### src/hdl/gia_pkg.sv
// Constants and state layout of the global interrupt aggregator.
// Assumes a 32-bit register port where every register takes one aligned word.
package gia_pkg;

  localparam int GIA_ADDR_W    = 17;
  localparam int GIA_DATA_W    = 32;
  localparam int GIA_NUM_PORTS = 8;

  // Register byte addresses
  localparam logic [GIA_ADDR_W-1:0] GIA_STATUS_OFS = 17'h1AC00;
  localparam logic [GIA_ADDR_W-1:0] GIA_ENABLE_OFS = 17'h1AC04;
  localparam logic [GIA_ADDR_W-1:0] GIA_EVENT_OFS  = 17'h1AC20;
  localparam logic [GIA_ADDR_W-1:0] GIA_EVMASK_OFS = 17'h1AC24;

  // Field positions, shared by status, enable, event and event mask
  localparam int GIA_BIT_RESET_SYM  = 4;
  localparam int GIA_BIT_MCAST_EVT  = 5;
  localparam int GIA_BIT_I2C        = 6;
  localparam int GIA_BIT_FABRIC_ERR = 7;
  localparam int GIA_BIT_MULTICAST_LATENCY_IRQ     = 14;
  localparam int GIA_BIT_PORT_LO    = 24;

  // Bits that exist; all others read as zero
  localparam logic [GIA_DATA_W-1:0] GIA_VALID_MASK = 32'hFF0040F0;

  // Values after reset
  localparam logic [GIA_DATA_W-1:0] GIA_ENABLE_RST = 32'h00000000;
  localparam logic [GIA_DATA_W-1:0] GIA_EVMASK_RST = 32'h00000000;
  localparam logic [GIA_DATA_W-1:0] GIA_EVENT_RST  = 32'h00000000;
  localparam logic [GIA_DATA_W-1:0] GIA_PREV_RST   = 32'h00000000;
  localparam logic [GIA_DATA_W-1:0] GIA_RDATA_RST  = 32'h00000000;
  localparam logic                  GIA_PIN_RST    = 1'b1;
  localparam logic                  GIA_EVIRQ_RST  = 1'b0;

  typedef struct packed {
    logic [GIA_DATA_W-1:0] enable;
    logic [GIA_DATA_W-1:0] ev_mask;
    logic [GIA_DATA_W-1:0] ev_sticky;
    logic [GIA_DATA_W-1:0] status_prev;
    logic [GIA_DATA_W-1:0] rdata;
    logic                  int_n;
    logic                  event_irq;
  } gia_state_t;

endpackage : gia_pkg

### src/hdl/gia_global_irq.sv
// Global interrupt aggregator: live status word, enable gating onto the
// active-low interrupt pin, and a sticky event register with its own mask.
// Assumes all request inputs come from logic on i_core_clk (no synchronisers)
// and that source flags are cleared inside their own blocks.
//
// Our own choice: the address-and-strobe port.
`timescale 1ns/100ps
`default_nettype none

// Functional notes
// RL1: Each source's requests are ORed and shown live in its status bit.
// RL2: Status bit 4 is the OR of all ports' reset-symbol requests.
// RL3: Status bit 5 is the OR of all ports' multicast-event requests.
// RL4: Status bit 6 shows the I2C request; enable bit 6 gates it.
// RL5: Status bit 7 shows any fabric transaction error; enable bit 7 gates it.
// RL6: Status bit 14 shows any broadcast buffer multicast latency expiry.
// RL7: Status bits 24..31 show ports 7..0; same-position enable bits gate each.
// RL8: Status bits 0..3 and other reserved bits read zero; status is read-only.
// RL9: The pin asserts only for requests whose enable bit is set.
// RL10: Enable bit 4 is read-write, resets to 0, gates reset-symbol interrupt.
// RL11: Enable bit 5 is read-write, resets to 0, gates multicast-event interrupt.
// RL12: Enable bit 14 read-write, resets 0; reserved enable bits read zero.
// RL13: Clearing a port's error flag at its source removes its pin contribution.
// RL14: Any per-port multicast latency flag raises the global latency bit.
// RL15: Pin is low while status AND enable is nonzero, high otherwise.
// RL16: Writes to the status register change no status bit and not the pin.
module gia_global_irq #(
  parameter int PORT_REQS = 2,
  parameter int I2C_REQS  = 1
) (
  input  wire logic                                  i_core_clk,
  input  wire logic                                  i_arst_n,
  input  wire logic [gia_pkg::GIA_ADDR_W-1:0]        i_addr,
  input  wire logic [gia_pkg::GIA_DATA_W-1:0]        i_wdata,
  input  wire logic                                  i_wr,
  input  wire logic                                  i_rd,
  output logic      [gia_pkg::GIA_DATA_W-1:0]        o_rdata,
  input  wire logic [gia_pkg::GIA_NUM_PORTS*PORT_REQS-1:0] i_port_req,
  input  wire logic [gia_pkg::GIA_NUM_PORTS-1:0]     i_reset_symbol_req,
  input  wire logic [gia_pkg::GIA_NUM_PORTS-1:0]     i_multicast_event_req,
  input  wire logic [I2C_REQS-1:0]                   i_i2c_req,
  input  wire logic [gia_pkg::GIA_NUM_PORTS-1:0]     i_fabric_err,
  input  wire logic [gia_pkg::GIA_NUM_PORTS-1:0]     i_mc_latency_err,
  output logic                                       o_int_n,
  output logic                                       o_event_irq
);
  import gia_pkg::*;

  if (PORT_REQS < 1) begin : g_bad_port_reqs
    $error("PORT_REQS must be at least 1");
  end
  if (I2C_REQS < 1) begin : g_bad_i2c_reqs
    $error("I2C_REQS must be at least 1");
  end

  gia_state_t            st_r;
  gia_state_t            st_nxt;
  logic [GIA_DATA_W-1:0] status_w;
  logic [GIA_DATA_W-1:0] rise_w;
  logic                  hit_status;
  logic                  hit_enable;
  logic                  hit_event;
  logic                  hit_evmask;

  // Live status word; bit index n is the documented bit n
  always_comb begin
    status_w                     = '0;
    status_w[GIA_BIT_RESET_SYM]  = |i_reset_symbol_req;    // RL2
    status_w[GIA_BIT_MCAST_EVT]  = |i_multicast_event_req; // RL3
    status_w[GIA_BIT_I2C]        = |i_i2c_req;             // RL4
    status_w[GIA_BIT_FABRIC_ERR] = |i_fabric_err;          // RL5
    status_w[GIA_BIT_MULTICAST_LATENCY_IRQ]     = |i_mc_latency_err;      // RL6 RL14
    for (int p = 0; p < GIA_NUM_PORTS; p++) begin
      // Port 0 sits in the top bit
      status_w[GIA_BIT_PORT_LO + GIA_NUM_PORTS - 1 - p] = |i_port_req[p*PORT_REQS +: PORT_REQS]; // RL7
    end
  end

  assign hit_status = (i_addr == GIA_STATUS_OFS);
  assign hit_enable = (i_addr == GIA_ENABLE_OFS);
  assign hit_event  = (i_addr == GIA_EVENT_OFS);
  assign hit_evmask = (i_addr == GIA_EVMASK_OFS);
  assign rise_w     = status_w & ~st_r.status_prev;

  always_comb begin
    st_nxt             = st_r;
    st_nxt.status_prev = status_w;
    // A status write falls through: no storage behind that address
    if (i_wr && hit_enable) begin
      st_nxt.enable = i_wdata & GIA_VALID_MASK; // RL10 RL11 RL12
    end
    if (i_wr && hit_evmask) begin
      st_nxt.ev_mask = i_wdata & GIA_VALID_MASK;
    end
    st_nxt.rdata = '0;
    if (i_rd) begin
      case (1'b1)
        hit_status: st_nxt.rdata = status_w & GIA_VALID_MASK; // RL1 RL8
        hit_enable: st_nxt.rdata = st_r.enable;
        hit_event:  st_nxt.rdata = st_r.ev_sticky;
        hit_evmask: st_nxt.rdata = st_r.ev_mask;
        default:    st_nxt.rdata = '0;
      endcase
    end
    // Read clears, but a rising edge in the same cycle survives
    st_nxt.ev_sticky = ((i_rd && hit_event) ? '0 : st_r.ev_sticky) | rise_w;
    // Pin follows the live status one cycle late so it comes from a flop
    st_nxt.int_n     = ~|(status_w & st_r.enable); // RL9 RL13 RL15 RL16
    st_nxt.event_irq = |(st_nxt.ev_sticky & st_nxt.ev_mask);
  end

  always_ff @(posedge i_core_clk or negedge i_arst_n) begin
    if (!i_arst_n) begin
      st_r.enable      <= GIA_ENABLE_RST;
      st_r.ev_mask     <= GIA_EVMASK_RST;
      st_r.ev_sticky   <= GIA_EVENT_RST;
      st_r.status_prev <= GIA_PREV_RST;
      st_r.rdata       <= GIA_RDATA_RST;
      st_r.int_n       <= GIA_PIN_RST;
      st_r.event_irq   <= GIA_EVIRQ_RST;
    end else begin
      st_r <= st_nxt;
    end
  end

  assign o_rdata     = st_r.rdata;
  assign o_int_n     = st_r.int_n;
  assign o_event_irq = st_r.event_irq;

  logic p0_or_w;
  logic p7_or_w;
  assign p0_or_w = |i_port_req[0 +: PORT_REQS];
  assign p7_or_w = |i_port_req[(GIA_NUM_PORTS-1)*PORT_REQS +: PORT_REQS];

  // Each port reaches the pin through its own enable bit
  for (genvar p = 0; p < GIA_NUM_PORTS; p++) begin : g_port_chk
    localparam int PORT_BIT = GIA_BIT_PORT_LO + GIA_NUM_PORTS - 1 - p;

  end
endmodule : gia_global_irq

`default_nettype wire

### config.mk
export PLATFORM = sky130hd
export DESIGN_NAME = gia_global_irq
export DESIGN_NICKNAME = d
export VERILOG_FILES = /design/src/hdl/gia_pkg.sv /design/src/hdl/gia_global_irq.sv
export SDC_FILE = /design/constraint.sdc
export NUM_CORES = 1
export LEC_CHECK = 0
export BUFFER_PORTS_ARGS = -buffer_cell sky130_fd_sc_hd__buf_2
export CELL_PAD_IN_SITES_DETAIL_PLACEMENT = 0
export CELL_PAD_IN_SITES_GLOBAL_PLACEMENT = 2
export CORE_ASPECT_RATIO = 0.6
export CORE_UTILIZATION = 37
export DETAILED_ROUTE_END_ITERATION = 8
export MAX_ROUTING_LAYER = met4
export PLACE_DENSITY = 0.86
export SYNTH_ARGS = -nofsm -noshare
export SYNTH_HDL_FRONTEND = slang
export SYNTH_SLANG_ARGS = --single-unit
### constraint.sdc
create_clock -name i_core_clk -period 2.6 [get_ports i_core_clk]
set_clock_uncertainty 0.15 [all_clocks]
set_input_delay 0.52 -clock i_core_clk [delete_from_list [all_inputs] [get_ports i_core_clk]]
set_output_delay 0.52 -clock i_core_clk [all_outputs]
set_load 0.03 [all_outputs]
==> metrics <==
die width=158 um; die area=15,100 sq um; final worst slack=0.400 ns; slew margin rel.=0.574; r2r setup slk=0.81 ns; Async S/R FF share, synth=1.00; DR vias/cell=5.04; Pre-Repair DR Iteration Count=5; TritonCTS clock tree=built; Worst Reg-to-Reg Cells=6; Worst setup EP type=register; Worst-Skew Late Latency=0.41 ns; synthesized area=5390 sq um; I/O Buffers=116; layout cells sized above 1=0.389; Yosys reg bits=124; placed wire-length estimate=9010 um; area grow syn2layout=24.1%; nets@finish=642; R2R Path End=o_event_irq$_DFF_PN0_; Warnings, synthesis=0; hold_sp=i_i2c_req; grt total ovfl=0; minimum clock period=2.20 ns; fmax=454 MHz; DR vias=3,753; DR DRC count=0; Placed Area=6060 sq um; gpl congestion=0.837; hold endpoint=st_r[40]$_DFF_PN0_; diode count=0; TritonCTS buffer count=17; initial antenna violation count=0; first-pass GRT wire length=19,700 um; clock root buffer=clkbuf_16; Netlist cell types=41; RSZ-0062 raised after global routing=no; post-synthesis cell count=434; Initial Util=0.387; most common cell after layout, fill and taps aside=dfrtp_1; Die Y=95.5 um; maximum VDD drop=0.435 mV; main flop type after synthesis=dfrtp_1; CTS sink count=124; post-route design area=6690 sq um; syn_nets=536; sequential fraction of the synthesis area=0.576; Placeable Area=13,900 sq um; DR WL/cell=17.2 um; Hold Path Depth=1; pin count of the biggest net entering global routing=59; Final Hold Vio Count=0; Top Ports=136; Worst-path clk slew=0.06 ns; CP max stage delay=0.38 ns; CP Cell Sequence=buf_2, nor4b_4, nand4_2, nor2_1, buf_4, mux2_2, a2111oi_2, nand4_1; Detail Route Antenna Nets=0; number of global-route vias before repair=3,696; HP Class=in2reg; CP required=2.72 ns; status=completed; total track usage=0.185; Slowest-stage cell, CP=mux2_2; crit path DAT=2.32 ns; Least-Margin Pin Slew=0.640 ns; First DRT Iteration DRCs=218; fin crit share=0.846; R2R Path Start=st_r[110]$_DFF_PN0_; Critical Path Source Type=primary input; number of placement rows=33; crit-path max FO=4; post-CTS setup buffers=0; Clock Path Buffers=2; dpl ws=-0.00837 ns; Max Cap Violations=0; Final Setup Violations=0; most frequent cells in the layout=123 x dfrtp_1, 115 x buf_2, 32 x nor2b_1, 24 x nand2_1, 23 x nor2_1; PwrDens=692 nW/um^2; number of synthesized flops with an enable pin=0; final slew viol count=0; leakage power=3.37 nW; syn avg cell area=12.4 sq um; DRT Wirelength=12,800 um; CP Class=in2reg; H-tree depth=4
==> final cells by class <==
type,instances,area (sq um)
clock inverter,13,190
sequential,124,3100
tap,192,240
inverter,8,30.0
timing repair buffer,139,783
multi-input combinational,250,1910
fill,1259,7230
clock buffer,18,429
==> cells by family after synthesis <==
group	after synthesis	share of synthesized area
AO/OA/AOI/OAI	51	0.0702
buffers and inverters	60	0.0692
flip-flops	124	0.576
multiplexers	49	0.125
AND/OR/NAND/NOR	150	0.159
==> report_power, final <==
part / internal (mW) / switching, mW / leakage, nW
Clock: 1.61 / 0.870 / 0.289
Combinational: 0.0989 / 0.110 / 1.47
Sequential: 1.94 / 0.00210 / 1.61
Total: 3.64 / 0.982 / 3.37
==> worst max-delay path by stage <==
stage	startpoint	endpoint
after floorplan	i_addr[14]	o_event_irq$_DFF_PN0_
after global placement	i_addr[1]	o_event_irq$_DFF_PN0_
after detailed placement	i_addr[1]	o_event_irq$_DFF_PN0_
after CTS	i_addr[1]	o_event_irq$_DFF_PN0_
after global routing	i_addr[1]	o_event_irq$_DFF_PN0_
final	i_addr[1]	o_event_irq$_DFF_PN0_
==> critical path: cells and delay by family <==
kind / cells / cell delay [ns]
AND/OR/NAND/NOR: 4 / 0.76
AO/OA/AOI/OAI: 1 / 0.37
buffers and inverters: 2 / 0.28
multiplexers: 1 / 0.38
==> what timing repair did <==
action                                 4_1_cts  5_1_grt
gates resized for setup                      0        0
endpoints found under the hold margin       31        0
hold buffers                                 1        0
==> metal layers <==
metal | track usage | vias up | routed length, um
li1 | - | 1716 | -
met1 | 0.271 | 1872 | 6130
met2 | 0.242 | 155 | 5470
met3 | 0.0577 | 10 | 1070
met4 | 0.0461 | 0 | 112
met5 | - | - | 0
==> per-stage QoR <==
| stage | hold WS, ns | util | std cells | setup TNS, ns | total power, mW |
|---|---|---|---|---|---|
| CTS | 0.109 | 0.480 | 744 | 0 | 4.66 |
| finish | 0.118 | 0.480 | 744 | 0 | 4.63 |
| detailed placement | 0.339 | 0.435 | 712 | -0.00837 | 2.18 |
| global placement | 0.332 | 0.435 | 712 | -0.00925 | 2.18 |
| floorplan | 0.0744 | - | 434 | 0 | 2.05 |
| global route | 0.0995 | 0.480 | 744 | 0 | 4.78 |
==> state kept, by name, indices dropped and copies added, names as in the netlist <==
register     flops
st_r            90
o_rdata         32
o_event_irq      1
o_int_n          1
==> cells in the mapped netlist, types with 3 or more instances <==
cell type	instances	area [sq um]
a2111oi_2	3	45.0
a221oi_1	3	26.3
a222oi_1	3	30.0
a22o_1	5	43.8
a22oi_1	15	113
and2_1	19	119
and3_1	3	18.8
buf_2	10	50.1
buf_4	34	255
clkbuf_1	7	26.3
dfrtp_1	123	3080
inv_1	8	30.0
mux2_2	16	180
mux2i_1	20	200
mux4_2	13	293
nand2_1	24	90.1
nand2b_1	9	56.3
nand3_1	3	15.0
nand4_1	11	68.8
nor2_1	23	86.3
nor2b_1	32	200
nor4_1	8	50.1
o21ai_0	14	70.1
o21ai_1	4	20.0
or2_2	8	50.1
Note: power is estimated with default switching activity, not from simulation.
